## src/include/sdrat_pkg.sv

```systemverilog
// Shared constants and types for the read-path and row-activation timing block
package sdrat_pkg;

    // Clock and timing figures, times in picoseconds
    localparam int TCK_PS = 40000;
    localparam int T_RAS_PS = 40000;
    localparam int T_RTP_PS = 7500;
    localparam int T_RP_PS = 15000;

    // Least times round up to whole cycles and never fall below one
    localparam int RAS_CLK_RAW = (T_RAS_PS + TCK_PS - 1) / TCK_PS;
    localparam int RTP_CLK_RAW = (T_RTP_PS + TCK_PS - 1) / TCK_PS;
    localparam int RP_CLK_RAW = (T_RP_PS + TCK_PS - 1) / TCK_PS;
    localparam int RAS_CLK = (RAS_CLK_RAW < 1) ? 1 : RAS_CLK_RAW;
    localparam int RTP_CLK = (RTP_CLK_RAW < 1) ? 1 : RTP_CLK_RAW;
    localparam int RP_CLK = (RP_CLK_RAW < 1) ? 1 : RP_CLK_RAW;
    // Precharge after a read waits the larger of the read-to-precharge time and two clocks
    localparam int RTP_HOLD = (RTP_CLK > 2) ? RTP_CLK : 2;
    localparam int PREFETCH_OFS = 2;

    // Geometry
    localparam int NBANK = 8;
    localparam int BANK_W = 3;
    localparam int ROW_W = 14;
    localparam int COL_W = 10;
    localparam int DQ_W = 8;
    localparam int AP_BIT = 10;
    localparam int MAX_RL = 11;
    localparam int CNT_W = 5;

    // Clocks per burst, one rise/fall data pair per clock
    localparam logic [2:0] BL4_BEATS = 3'h2;
    localparam logic [2:0] BL8_BEATS = 3'h4;

    typedef enum logic [2:0]
    {
        SDRAT_NOP = 3'b000,
        SDRAT_ACT = 3'b001,
        SDRAT_RD = 3'b010,
        SDRAT_WR = 3'b011,
        SDRAT_PRE = 3'b100
    } sdrat_cmd_t;

    typedef struct packed
    {
        logic cs_n;
        logic ras_n;
        logic cas_n;
        logic we_n;
        logic [BANK_W-1:0] ba;
        logic [ROW_W-1:0] addr;
    } sdrat_cabus_t;

    typedef struct packed
    {
        logic valid;
        logic [BANK_W-1:0] ba;
        logic [COL_W-1:0] col;
    } sdrat_rdq_t;

    typedef struct packed
    {
        logic [DQ_W-1:0] dq_rise;
        logic [DQ_W-1:0] dq_fall;
        logic dq_oe;
        logic dqs_rise;
        logic dqs_fall;
        logic dqs_oe;
        logic last;
    } sdrat_dout_t;

endpackage

```

## src/hw/sdrat_bank.sv

```systemverilog
// One bank: open row, active-time and precharge timers, auto precharge
`timescale 1ns/100ps
`default_nettype none
module sdrat_bank
    import sdrat_pkg::*;
(
    input wire logic core_clk,
    input wire logic nrst,
    input wire logic act,
    input wire logic rd,
    input wire logic rd_ap,
    input wire logic pre,
    input wire logic [ROW_W-1:0] row,
    input wire logic [2:0] al,
    input wire logic [2:0] beats,
    output logic open_r,
    output logic [ROW_W-1:0] row_r,
    output logic busy_r
);
    logic [CNT_W-1:0] ras_left_r;
    logic [CNT_W-1:0] ap_left_r;
    logic [CNT_W-1:0] rp_left_r;
    logic ap_pend_r;
    logic ap_fire;

    // Internal precharge only once both the burst offset and active time are met
    assign ap_fire = ap_pend_r && (ap_left_r == '0) && (ras_left_r == '0);

    always_ff @(posedge core_clk or negedge nrst)
    begin
        if (!nrst)
        begin
            open_r <= 1'b0;
            row_r <= '0;
        end
        else if (act)
        begin
            open_r <= 1'b1;
            row_r <= row;
        end
        else if (pre || ap_fire)
        begin
            open_r <= 1'b0;
        end
    end

    always_ff @(posedge core_clk or negedge nrst)
    begin
        if (!nrst)
            ras_left_r <= '0;
        else if (act)
            ras_left_r <= CNT_W'(RAS_CLK - 1);
        else if (ras_left_r != '0)
            ras_left_r <= ras_left_r - 1'b1;
    end

    // A read without auto precharge leaves the row open and cancels any pending close
    always_ff @(posedge core_clk or negedge nrst)
    begin
        if (!nrst)
        begin
            ap_pend_r <= 1'b0;
            ap_left_r <= '0;
        end
        else if (rd)
        begin
            ap_pend_r <= rd_ap;
            ap_left_r <= CNT_W'(al) + CNT_W'(beats) + CNT_W'(RTP_HOLD - PREFETCH_OFS - 1);
        end
        else if (ap_fire || pre)
        begin
            ap_pend_r <= 1'b0;
        end
        else if (ap_left_r != '0)
        begin
            ap_left_r <= ap_left_r - 1'b1;
        end
    end

    always_ff @(posedge core_clk or negedge nrst)
    begin
        if (!nrst)
        begin
            rp_left_r <= '0;
            busy_r <= 1'b0;
        end
        else if (pre || ap_fire)
        begin
            rp_left_r <= CNT_W'(RP_CLK - 1);
            busy_r <= 1'b1;
        end
        else if (rp_left_r != '0)
        begin
            rp_left_r <= rp_left_r - 1'b1;
        end
        else
        begin
            busy_r <= 1'b0;
        end
    end

endmodule
`default_nettype wire

```

## src/hw/sdrat_core.sv

```systemverilog
// Device-side command decode, bank array and read-burst data/strobe generation
`timescale 1ns/100ps
`default_nettype none
module sdrat_core
    import sdrat_pkg::*;
(
    input wire logic core_clk,
    input wire logic nrst,
    input wire sdrat_cabus_t ca,
    input wire logic [2:0] al,
    input wire logic [2:0] cl,
    input wire logic bl8,
    output sdrat_dout_t dout_r,
    output logic [NBANK-1:0] bank_open_r,
    output logic [NBANK-1:0] bank_busy_r
);
    sdrat_cmd_t cmd;
    sdrat_rdq_t pipe_r [MAX_RL];
    sdrat_rdq_t tap;
    sdrat_rdq_t pre_tap;
    logic [3:0] rl;
    logic [2:0] beats;
    logic [2:0] left_r;
    logic [2:0] left_nxt;
    logic [1:0] beat_r;
    logic [COL_W-1:0] col_r;
    logic [BANK_W-1:0] ba_r;
    logic go;
    logic [1:0] s_beat;
    logic [COL_W-1:0] s_col;
    logic [BANK_W-1:0] s_ba;
    sdrat_dout_t dout_nxt;

    function automatic sdrat_cmd_t sdrat_decode(input sdrat_cabus_t c);
        sdrat_cmd_t r;
        r = SDRAT_NOP;
        if (!c.cs_n)
        begin
            unique case ({c.ras_n, c.cas_n, c.we_n})
                3'b011: r = SDRAT_ACT;
                3'b101: r = SDRAT_RD;
                3'b100: r = SDRAT_WR;
                3'b010: r = SDRAT_PRE;
                default: r = SDRAT_NOP;
            endcase
        end
        return r;
    endfunction

    // Sequential burst order wrapping within the burst-aligned column block
    function automatic logic [DQ_W-1:0] sdrat_elem(input logic [COL_W-1:0] col,
                                                   input logic [2:0] k,
                                                   input logic b8,
                                                   input logic [BANK_W-1:0] ba);
        logic [COL_W-1:0] c;
        c = col;
        if (b8)
            c[2:0] = col[2:0] + k;
        else
            c[1:0] = col[1:0] + k[1:0];
        return c[DQ_W-1:0] ^ {ba, 5'h00};
    endfunction

    // Out-of-range latency codes are clamped to 3 at the low end and to the pipeline depth at the high end
    function automatic logic [3:0] sdrat_rl(input logic [2:0] a, input logic [2:0] c);
        logic [3:0] s;
        s = {1'b0, a} + {1'b0, c};
        if (s > 4'(MAX_RL))
            s = 4'(MAX_RL);
        if (s < 4'h3)
            s = 4'h3;
        return s;
    endfunction

    assign cmd = sdrat_decode(ca);
    assign rl = sdrat_rl(al, cl);
    assign beats = bl8 ? BL8_BEATS : BL4_BEATS;

    // Read command delay line; tap RL-1 starts data, RL-2 starts preamble
    always_ff @(posedge core_clk or negedge nrst)
    begin
        if (!nrst)
            pipe_r[0] <= '0;
        else
            pipe_r[0] <= '{valid: (cmd == SDRAT_RD), ba: ca.ba, col: ca.addr[COL_W-1:0]};
    end

    genvar gi;
    generate
        for (gi = 1; gi < MAX_RL; gi++)
        begin : g_pipe
            always_ff @(posedge core_clk or negedge nrst)
            begin
                if (!nrst)
                    pipe_r[gi] <= '0;
                else
                    pipe_r[gi] <= pipe_r[gi-1];
            end
        end
    endgenerate

    assign tap = pipe_r[rl - 4'h1];
    assign pre_tap = pipe_r[rl - 4'h2];

    // A newly arriving read replaces any burst still running
    always_comb
    begin
        go = 1'b0;
        s_beat = 2'h0;
        s_col = col_r;
        s_ba = ba_r;
        left_nxt = 3'h0;
        if (tap.valid)
        begin
            go = 1'b1;
            s_col = tap.col;
            s_ba = tap.ba;
            left_nxt = beats - 3'h1;
        end
        else if (left_r != 3'h0)
        begin
            go = 1'b1;
            s_beat = beat_r + 2'h1;
            left_nxt = left_r - 3'h1;
        end
    end

    always_ff @(posedge core_clk or negedge nrst)
    begin
        if (!nrst)
        begin
            left_r <= 3'h0;
            beat_r <= 2'h0;
            col_r <= '0;
            ba_r <= '0;
        end
        else
        begin
            left_r <= left_nxt;
            beat_r <= s_beat;
            col_r <= s_col;
            ba_r <= s_ba;
        end
    end

    always_comb
    begin
        dout_nxt = '0;
        dout_nxt.dq_rise = go ? sdrat_elem(s_col, {s_beat, 1'b0}, bl8, s_ba) : '0;
        dout_nxt.dq_fall = go ? sdrat_elem(s_col, {s_beat, 1'b1}, bl8, s_ba) : '0;
        dout_nxt.dq_oe = go;
        dout_nxt.dqs_rise = go;
        dout_nxt.dqs_fall = 1'b0;
        // Preamble only where no data is already flowing, so chained bursts stay seamless
        dout_nxt.dqs_oe = go || pre_tap.valid;
        dout_nxt.last = go && (left_nxt == 3'h0);
    end

    always_ff @(posedge core_clk or negedge nrst)
    begin
        if (!nrst)
            dout_r <= '0;
        else
            dout_r <= dout_nxt;
    end

    generate
        for (gi = 0; gi < NBANK; gi++)
        begin : g_bank
            logic hit;
            assign hit = (ca.ba == BANK_W'(gi));
            sdrat_bank u_bank
            (
                .core_clk(core_clk),
                .nrst(nrst),
                .act((cmd == SDRAT_ACT) && hit),
                .rd((cmd == SDRAT_RD) && hit),
                .rd_ap(ca.addr[AP_BIT]),
                .pre((cmd == SDRAT_PRE) && (hit || ca.addr[AP_BIT])),
                .row(ca.addr),
                .al(al),
                .beats(beats),
                .open_r(bank_open_r[gi]),
                .row_r(),
                .busy_r(bank_busy_r[gi])
            );
        end
    endgenerate

endmodule
`default_nettype wire

```

## config.mk

```make
export PLATFORM = sky130hd
export DESIGN_NAME = sdrat_core
export DESIGN_NICKNAME = d
export VERILOG_FILES = /design/src/include/sdrat_pkg.sv /design/src/hw/sdrat_bank.sv /design/src/hw/sdrat_core.sv
export SDC_FILE = /design/constraint.sdc
export NUM_CORES = 1
export LEC_CHECK = 0
export BUFFER_PORTS_ARGS = -buffer_cell sky130_fd_sc_hd__buf_2
export CAP_MARGIN = 20
export CORE_MARGIN = 2
export CORE_UTILIZATION = 35
export DETAILED_ROUTE_END_ITERATION = 10
export HOLD_SLACK_MARGIN = 0.06
export PLACE_DENSITY = 0.6
export SYNTH_ARGS = -nofsm -noshare
export SYNTH_HDL_FRONTEND = slang
export SYNTH_SLANG_ARGS = --single-unit
```

## constraint.sdc

```tcl
create_clock -name core_clk -period 2.25 [get_ports core_clk]
set_input_delay 0.1125 -clock core_clk [delete_from_list [all_inputs] [get_ports core_clk]]
set_output_delay 0.1125 -clock core_clk [all_outputs]
set_load 0.03 [all_outputs]
```

==> results of run 1 <==
-- metal layers --
metal,vias up,track usage,share of wire
li1,4471,-,-
met1,4532,0.187,0.45
met2,150,0.238,0.48
met3,42,0.0272,0.043
met4,0,0.0378,0.019
met5,-,0,0
-- cells by family after synthesis --
| family | synth area share |
|---|---|
| AND/OR/NAND/NOR | 0.142 |
| flip-flops | 0.560 |
| AO/OA/AOI/OAI | 0.0884 |
| buffers and inverters | 0.0440 |
| XOR/XNOR | 0.0513 |
| adder cells (fa/ha/maj) | 0.0557 |
| multiplexers | 0.0583 |
| other | 0.000274 |
-- state kept, by name, indices dropped and copies added, names as in the netlist --
signal / cells
g_bank.u_bank.ap_pend_r: 8
dout_r: 14
col_r: 8
g_bank.u_bank.rp_left_r: 40
g_bank.u_bank.ras_left_r: 40
g_bank.u_bank.open_r: 8
g_bank.u_bank.busy_r: 8
ba_r: 3
beat_r: 2
pipe_r: 132
left_r: 3
g_bank.u_bank.ap_left_r: 40
-- where the power goes --
part	switching (uW)	leakage (uW)	total [uW]	internal (uW)
sequential	934	0.00375	7770	6840
clock	2240	0.000561	5790	3550
combinational	3470	0.00352	6660	3190
-- how the worst max path moves through the flow --
| stage | to |
|---|---|
| floorplan | dout_r[7] |
| global placement | dout_r[7] |
| detailed placement | dout_r[7] |
| CTS | dout_r[7] |
| global route | dout_r[7] |
| finish | dout_r[7] |
-- through the flow --
| stage | power [uW] | utilization | worst slack [ps] |
|---|---|---|---|
| 6_report | 20200 | 0.433 | -944 |
| 5_1_grt | 21700 | 0.433 | -1100 |
| 4_1_cts | 20200 | 0.428 | -931 |
| 3_5_place_dp | 14100 | 0.391 | -1510 |
| 3_3_place_gp | 13900 | 0.391 | -1470 |
| 2_1_floorplan | 12500 | - | -1960 |
-- cell usage in the layout, fill, tap and decap left out, types with 7 or more instances in the layout --
cell,instances
a211oi_1,11
buf_4,80
nand3b_1,7
nor2b_1,8
xor2_1,25
mux2i_1,18
buf_2,58
or3_1,31
mux2_4,7
dfrtp_1,306
nor2_1,131
and2_1,7
clkbuf_16,34
xnor2_1,53
o21ai_0,35
dlygate4sd3_1,15
a21o_1,14
nor3_1,44
nand3_1,20
ha_1,52
a21oi_1,67
nor4b_1,20
nand2_1,100
mux4_2,22
a31o_2,8
inv_1,75
buf_12,7
o22ai_1,11
-- what timing repair did --
item / CTS / global route
buffers inserted: 3 / 11
setup endpoints to repair: 30 / 32
hold buffers: 15 / 0
gates cloned: 0 / 0
pin swaps: 7 / 4
resized for setup: 27 / 20
hold endpoints to repair: 148 / 0
-- critical path: stages --
cell      delay [ps]
buf_8            100
ha_4             150
fa_2             370
or4b_4           520
o32ai_4          190
nor2_8            50
inv_4             80
ha_4             220
inv_8             60
mux4_2           270
a222oi_1         380
buf_4            220
nor2b_4          150
nand2b_1          90
fa_2             350
xor2_1           170
a21oi_1          140
-- layout make-up --
class                           count  area [um2]  share of cell area
Multi-Input combinational cell    780        5580               0.334
Clock buffer                       42         901              0.0540
Clock inverter                     16         258              0.0155
Inverter                           79         309              0.0185
Sequential cell                   306        7660               0.459
Tap cell                          518         648              0.0389
Timing Repair Buffer              172        1330              0.0797
==> metrics.yaml, run 1 <==
worst_setup_path:
  cp.required_ps: 2690
  r2r-end: "dout_r[7]"
  cp_data_arrival_time_ps: 3630
  start_kind: "input port"
  worst-path-max-fanout: 6
  worstSetupPathType: "in -> reg"
  worstRegToRegCells: 8
  r2r_slack_ps: -170
  crit_path_end_kind: "flop"
  r2r_start: "pipe_r[153]"
  crit_start: "al[0]"
sta:
  fin_setup_tns_ps: -18880
  drv_slew: 0
  timing.final.crit_period_ps: 3190
  setup_violations: 30
  max_freq_ghz: 0.313
  fin_crit_sh: 1.42
  hold_viol_final: 0
  fin_hold_ws_ps: 103
  setup_ws_ps: -944
  max_slew_margin: 0.604
  fin_worst_skew_ps: 19.9
  rsz0062_at_grt: "yes"
  worst_pin_slew_ps: 595
route:
  dr.pass1.iters: 6
  wl_per_cell_um: 14.6
  ant_nets: 0
  totalWireLength_mm: 27.9
  drc: 0
  routed_via_density: 4.81
  drtIter0Drc: 450
  vias: 9195
synthesis:
  yosysWarnings: 0
  netlist_top_cells_area: "dfrtp_1, ha_1, mux4_2"
  synthDistinctLibCells: 58
  ys_seq_area_frac: 0.560
  synthCells: 1217
  synth_top_area_share: 0.560
  synth_area_leader_cell: "dfrtp_1"
  yosys_register_bits: 306
  synth_edf_count: 0
  synth_common_cells: "dfrtp_1, nor2_1, nand2_1"
  ys_async_sr_fraction: 1.00
  syn_nets: 1306
  yosysMostFrequentCell: "dfrtp_1"
  synthFlopType: "dfrtp_1"
  avgSynthCellArea_um2: 11.2
  synth_area_um2: 13700
power:
  peakVddDrop_mv: 0.528
  power_density_nw_per_um2: 1210
  p_leak_uw: 0.00783
die:
  dieHeight_um: 202
  initial_core_util: 0.354
  dieArea_um2: 40600
  io_pins: 67
  core_area_um2: 38600
  rows: 72
  die_x_um: 202
global_routing:
  grt_pass1_wl_mm: 47.2
  overflow: 0
  grt_pass1_vias: 9308
  grt_usage: 0.141
  antenna_found_initial: 0
  grt_max_degree: 74
clocking:
  root_buffer: "clkbuf_16"
  clock_latency_ps: 530
  cts_made_buffers: 34
  clk_pin_slew_ps: 60
  cts.sinks: 306
  h-tree-depth: 2
  cts_tree: "done"
  clockBufferDepth: 3
cells_and_area:
  layout-drive-gt1-share: 0.201
  area_growth_pct: 22.0
  nFillCells: 3683
  instances_no_fill: 1913
  fin_nets: 1462
  num_antenna_cells: 0
  fin_area_um2: 16700
placement:
  portBuffers: 60
  place_area_um2: 15100
  place_congestion: 0.818
  place_hpwl_mm: 19.0
  placed_cells: 1826
status:
  outcome: "finished with violations"
  violations: "setup timing"
worst_hold_path:
  min_path_cells: 3
  hold_class: "in -> reg"
  holdCritStartpoint: "ca[18]"
  hold_path_end: "pipe_r[153]"
flow_run:
  maxCapViolCount: 0
(Power assumes the default switching activity.)
==> inputs of run 2 (changes only) <==
Settings changed: ABC_AREA from default to 1.
==> metrics.yaml, run 2 <==
synthesis:
  ys_async_sr_fraction: 1.00
  ys_seq_area_frac: 0.550
  yosysMostFrequentCell: "dfrtp_1"
  yosys_register_bits: 306
  yosysWarnings: 0
  synthDistinctLibCells: 44
  synth_common_cells: "dfrtp_1, nand2_1, inv_1"
  synthCells: 1499
  synth_area_leader_cell: "dfrtp_1"
  netlist_top_cells_area: "dfrtp_1, nand2_1, inv_1"
  synth_edf_count: 0
  synth_area_um2: 13900
  syn_nets: 1588
  synth_top_area_share: 0.550
  avgSynthCellArea_um2: 9.29
  synthFlopType: "dfrtp_1"
die:
  initial_core_util: 0.352
  io_pins: 67
  dieArea_um2: 41400
  die_x_um: 204
  core_area_um2: 39500
  rows: 73
  dieHeight_um: 204
route:
  vias: 10300
  ant_nets: 0
  dr.pass1.iters: 4
  totalWireLength_mm: 29.7
  wl_per_cell_um: 13.6
  routed_via_density: 4.70
  drtIter0Drc: 606
  drc: 0
power:
  p_leak_uw: 0.00834
  peakVddDrop_mv: 0.570
  power_density_nw_per_um2: 1160
  total_power_uw: 19400
worst_setup_path:
  worst-path-max-fanout: 3
  worstSetupPathType: "in -> reg"
  cp.required_ps: 2710
  start_kind: "input port"
  cp_data_arrival_time_ps: 3260
  crit_path_end_kind: "flop"
placement:
  place_ws_ps: -1080
  portBuffers: 60
  place_congestion: 0.814
  place_hpwl_mm: 20.6
  place_area_um2: 15200
global_routing:
  antenna_found_initial: 1
  grt_pass1_wl_mm: 50.7
  grt_pass1_vias: 10300
  overflow: 0
  grt_usage: 0.149
  grt_max_degree: 78
clocking:
  cts_tree: "done"
  clk_pin_slew_ps: 50
  cts_made_buffers: 35
  h-tree-depth: 2
  root_buffer: "clkbuf_16"
  cts.sinks: 306
  clockBufferDepth: 3
  clock_latency_ps: 530
cells_and_area:
  largest_reg_flops: 132
  nFillCells: 3839
  regMostFlops: "pipe_r"
  fin_nets: 1724
  fin_area_um2: 16800
  area_growth_pct: 20.4
  layout_commonest_cell: "dfrtp_1"
  layout_common_cells: "dfrtp_1, nand2_1, inv_1"
  layout-drive-gt1-share: 0.156
sta:
  timing.final.crit_period_ps: 2800
  rsz0062_at_grt: "yes"
  setup_violations: 24
  fin_crit_sh: 1.25
  max_slew_margin: 0.643
  hold_viol_final: 0
  worst_pin_slew_ps: 533
  fin_worst_skew_ps: 18.3
  max_freq_ghz: 0.357
  fin_setup_tns_ps: -3790
  setup_ws_ps: -555
  fin_hold_ws_ps: 93.1
  drv_slew: 0
status:
  outcome: "finished with violations"
  violations: "setup timing"
flow_run:
  maxCapViolCount: 0
worst_hold_path:
  hold_class: "in -> reg"
[run 2: changes by cell type after synthesis, moves of 30 or more]
cell | previous run | this run
nand2_1 | 102 | 254
inv_1 | 76 | 206
o21ai_0 | 39 | 104
nand3_1 | 20 | 71
xnor2_1 | 55 | 13
nor2_1 | 131 | 170
or3_1 | 31 | 1
[run 2: repair_timing]
item,4_1_cts,5_1_grt
setup endpoints to repair,25,28
pin swaps,20,16
setup buffers,7,3
resized for setup,37,20
gates cloned,1,0
hold buffers,13,0
hold endpoints to repair,220,0
[run 2: cell type report]
type	count	area [um2]	share of cell area
Sequential cell	306	7660	0.456
Multi-Input combinational cell	929	5340	0.318
Timing Repair Buffer	147	1160	0.0691
Clock buffer	52	1060	0.0633
Inverter	216	831	0.0495
Tap cell	525	657	0.0392
Clock inverter	9	66.3	0.00395
Antenna cell	1	2.50	0.000149
[run 2: final timing paths]
| kind | startpoint | to | slack (ps) | depth (start not counted) |
|---|---|---|---|---|
| worst max-delay path | cl[0] | dout_r[7] | -550 | 27 |
| worst min-delay path | ca[10] | g_bank[3].u_bank.busy_r | 90 | 5 |
| worst max register to register | pipe_r[111] | dout_r[7] | 210 | 16 |
| worst min register to register | pipe_r[124] | pipe_r[110] | 370 | 0 |
| max in group asynchronous | nrst | g_bank[1].u_bank.ap_left_r[1] | 1300 | 3 |
| min in group asynchronous | nrst | pipe_r[144] | 130 | 2 |
[run 2: metrics by stage]
| stage | util | cells |
|---|---|---|
| floorplan | - | 1499 |
| finish | 0.424 | 2185 |
| CTS | 0.422 | 2181 |
| detailed placement | 0.386 | 2100 |
| global placement | 0.386 | 2100 |
| global route | 0.424 | 2184 |
[run 2: per-layer routing]
layer	track usage	vias to the layer above	wire (um)
met5	0	-	0
met1	0.204	4928	14300
met2	0.241	137	13700
met4	0.0490	0	656
li1	-	5155	-
met3	0.0254	54	1010
[run 2: where the power goes]
part           total (uW)  internal [uW]  switching (uW)  leakage [uW]
clock network        5490           3270            2220      0.000558
registers            7470           6720             756       0.00377
logic                6410           2690            3730       0.00401
[run 2: logic make-up (layout without fill, tap and decap cells)]
| kind of cell | Yosys count | in the layout | synth area share |
|---|---|---|---|
| compound gates | 246 | 246 | 0.105 |
| buf+inv | 264 | 424 | 0.0819 |
| fa+ha+maj | 59 | 59 | 0.0546 |
| other cells | 1 | 2 | 0.000269 |
| simple gates | 565 | 565 | 0.172 |
| flops | 306 | 306 | 0.550 |
| mux | 3 | 3 | 0.00216 |
| xor+xnor | 55 | 55 | 0.0346 |
[run 2: critical path, cell delays in order]
cell and delay [ps]:
buf_8 100, ha_4 180, fa_2 380, inv_2 60, nand2_2 50, nand2_4 90, inv_4 40, nand2_4 70
inv_4 30, nor2_4 130, buf_6 130, ha_4 120, nand3b_1 150, nand3_2 150, clkinv_4 80, o21ai_2 40
or3_1 360, o211ai_1 100, nand2_1 90, nand2_2 70, inv_2 40, fa_2 350, inv_2 60, nand3_2 70
nand3_2 80, nand2_2 50, inv_2 40
==> inputs of run 3 (changes only) <==
Settings changed: REMOVE_ABC_BUFFERS from default to 1.
==> metrics.yaml, run 3 (same netlist as run 2, synthesis figures left out) <==
route:
  ant_nets: 0
  vias: 10400
  totalWireLength_mm: 29.9
  routed_via_density: 4.72
  drtIter0Drc: 495
  wl_per_cell_um: 13.6
  dr.pass1.iters: 5
  drc: 0
cells_and_area:
  regMostFlops: "pipe_r"
  fin_nets: 1739
  num_antenna_cells: 0
  layout_commonest_cell: "dfrtp_1"
  register_area_um2: 7660
  largest_reg_flops: 132
  fin_area_um2: 17100
  layout-drive-gt1-share: 0.171
  multiInputGateArea_um2: 5430
  layout_common_cells: "dfrtp_1, nand2_1, inv_1"
  area_growth_pct: 23.0
  nFillCells: 3824
clocking:
  cts_tree: "done"
  cts.sinks: 306
  clk_pin_slew_ps: 60
  root_buffer: "clkbuf_16"
  clock_latency_ps: 530
  clockBufferDepth: 3
  cts_made_buffers: 34
  h-tree-depth: 2
die:
  initial_core_util: 0.352
  io_pins: 67
  die_x_um: 204
  rows: 73
  core_area_um2: 39500
  dieArea_um2: 41400
  dieHeight_um: 204
sta:
  drv_slew: 0
  fin_crit_sh: 1.24
  max_slew_margin: 0.655
  timing.final.crit_period_ps: 2790
  fin_setup_tns_ps: -3590
  setup_ws_ps: -538
  worst_pin_slew_ps: 518
  setup_violations: 21
  max_freq_ghz: 0.359
  fin_worst_skew_ps: 19.6
  rsz0062_at_grt: "yes"
  hold_viol_final: 0
power:
  peakVddDrop_mv: 0.569
  pwr-share-comb: 0.338
  p_int_uw: 13200
  p_clk_frac: 0.289
  p_seq_frac: 0.373
  power_density_nw_per_um2: 1170
  switching_share: 0.344
  switching_power_uw: 6900
  p_leak_uw: 0.00850
status:
  violations: "setup timing"
  outcome: "finished with violations"
global_routing:
  grt_pass1_vias: 10200
  grt_max_degree: 69
  antenna_found_initial: 1
  grt_pass1_wl_mm: 50.0
  overflow: 0
  grt_usage: 0.146
worst_setup_path:
  worst-path-max-fanout: 5
  r2r-end: "dout_r[7]"
  slowest_stage: "fa_2"
  start_kind: "input port"
  cp_data_arrival_time_ps: 3240
  worstSetupPathType: "in -> reg"
  cp.required_ps: 2710
  r2r_start: "pipe_r[83]"
  crit_path_end_kind: "flop"
  cp_top_family: "simple AND/OR/NAND/NOR gates"
  worst-path-buf-inv: 9
  path_common_cell: "inv_2"
  worstRegToRegCells: 16
  r2r_slack_ps: 180
  slowest_delay_ps: 370
placement:
  place_area_um2: 15200
  portBuffers: 60
  place_hpwl_mm: 20.1
  place_congestion: 0.835
flow_run:
  maxCapViolCount: 0
worst_hold_path:
  hold_path_end: "dout_r[7]"
  holdCritStartpoint: "bl8"
  min_path_cells: 5
  hold_class: "in -> reg"
-- run 3: metrics by stage --
stage	setup WS (ps)	hold WS [ps]	utilization	total power, uW	std cells
floorplan	-2580	-183	-	11600	1451
global placement	-1310	98.1	0.384	13300	2106
detailed placement	-1370	108	0.384	13500	2106
CTS	-481	89.1	0.423	19700	2182
global route	-713	127	0.433	21500	2200
finish	-538	120	0.433	20100	2200
-- run 3: repair_timing --
action / in CTS / in global routing
endpoints found under the hold margin: 224 / 0
hold buffers: 13 / 0
buffers inserted: 3 / 18
setup endpoints to repair: 30 / 28
cloned: 0 / 2
resized for setup: 65 / 78
pin swaps: 29 / 41
-- run 3: worst max path at each step --
stage               slack, ps        end  depth (start not counted)   from
detailed placement      -1370  dout_r[7]                         27  al[0]
global placement        -1310  dout_r[7]                         28  al[0]
finish                   -540  dout_r[7]                         26  al[0]
floorplan               -2580  dout_r[7]                         22  al[0]
global route             -710  dout_r[7]                         28  al[0]
CTS                      -480  dout_r[7]                         26  al[0]
-- run 3: metal layers --
metal  vias up  GRT usage  share of wire
met5         -          0              0
met4         0     0.0365          0.017
met3        40     0.0233          0.038
met1      5019      0.200           0.48
met2       165      0.242           0.47
li1       5151          -              -
-- run 3: power by group through the flow --
stage	registers, uW	clock network (uW)	logic (uW)
after floorplan	7880	0	3750
after global placement	7530	0	5800
after detailed placement	7530	0	6000
after CTS	7470	5990	6260
after global routing	7640	6190	7630
final	7480	5800	6780
-- run 3: tightest hold or removal path, cell delays in order --
cell and delay (ps):
buf_2 140, buf_4 180, nand3_2 70, nand2_1 40, inv_1 40
-- run 3: area by class of cell --
type                       count  area share
sequential                   306       0.447
multi-input combinational    929       0.317
timing repair buffer         163      0.0807
clock buffer                  52      0.0588
inverter                     216      0.0487
tap                          525      0.0383
clock inverter                 9     0.00956
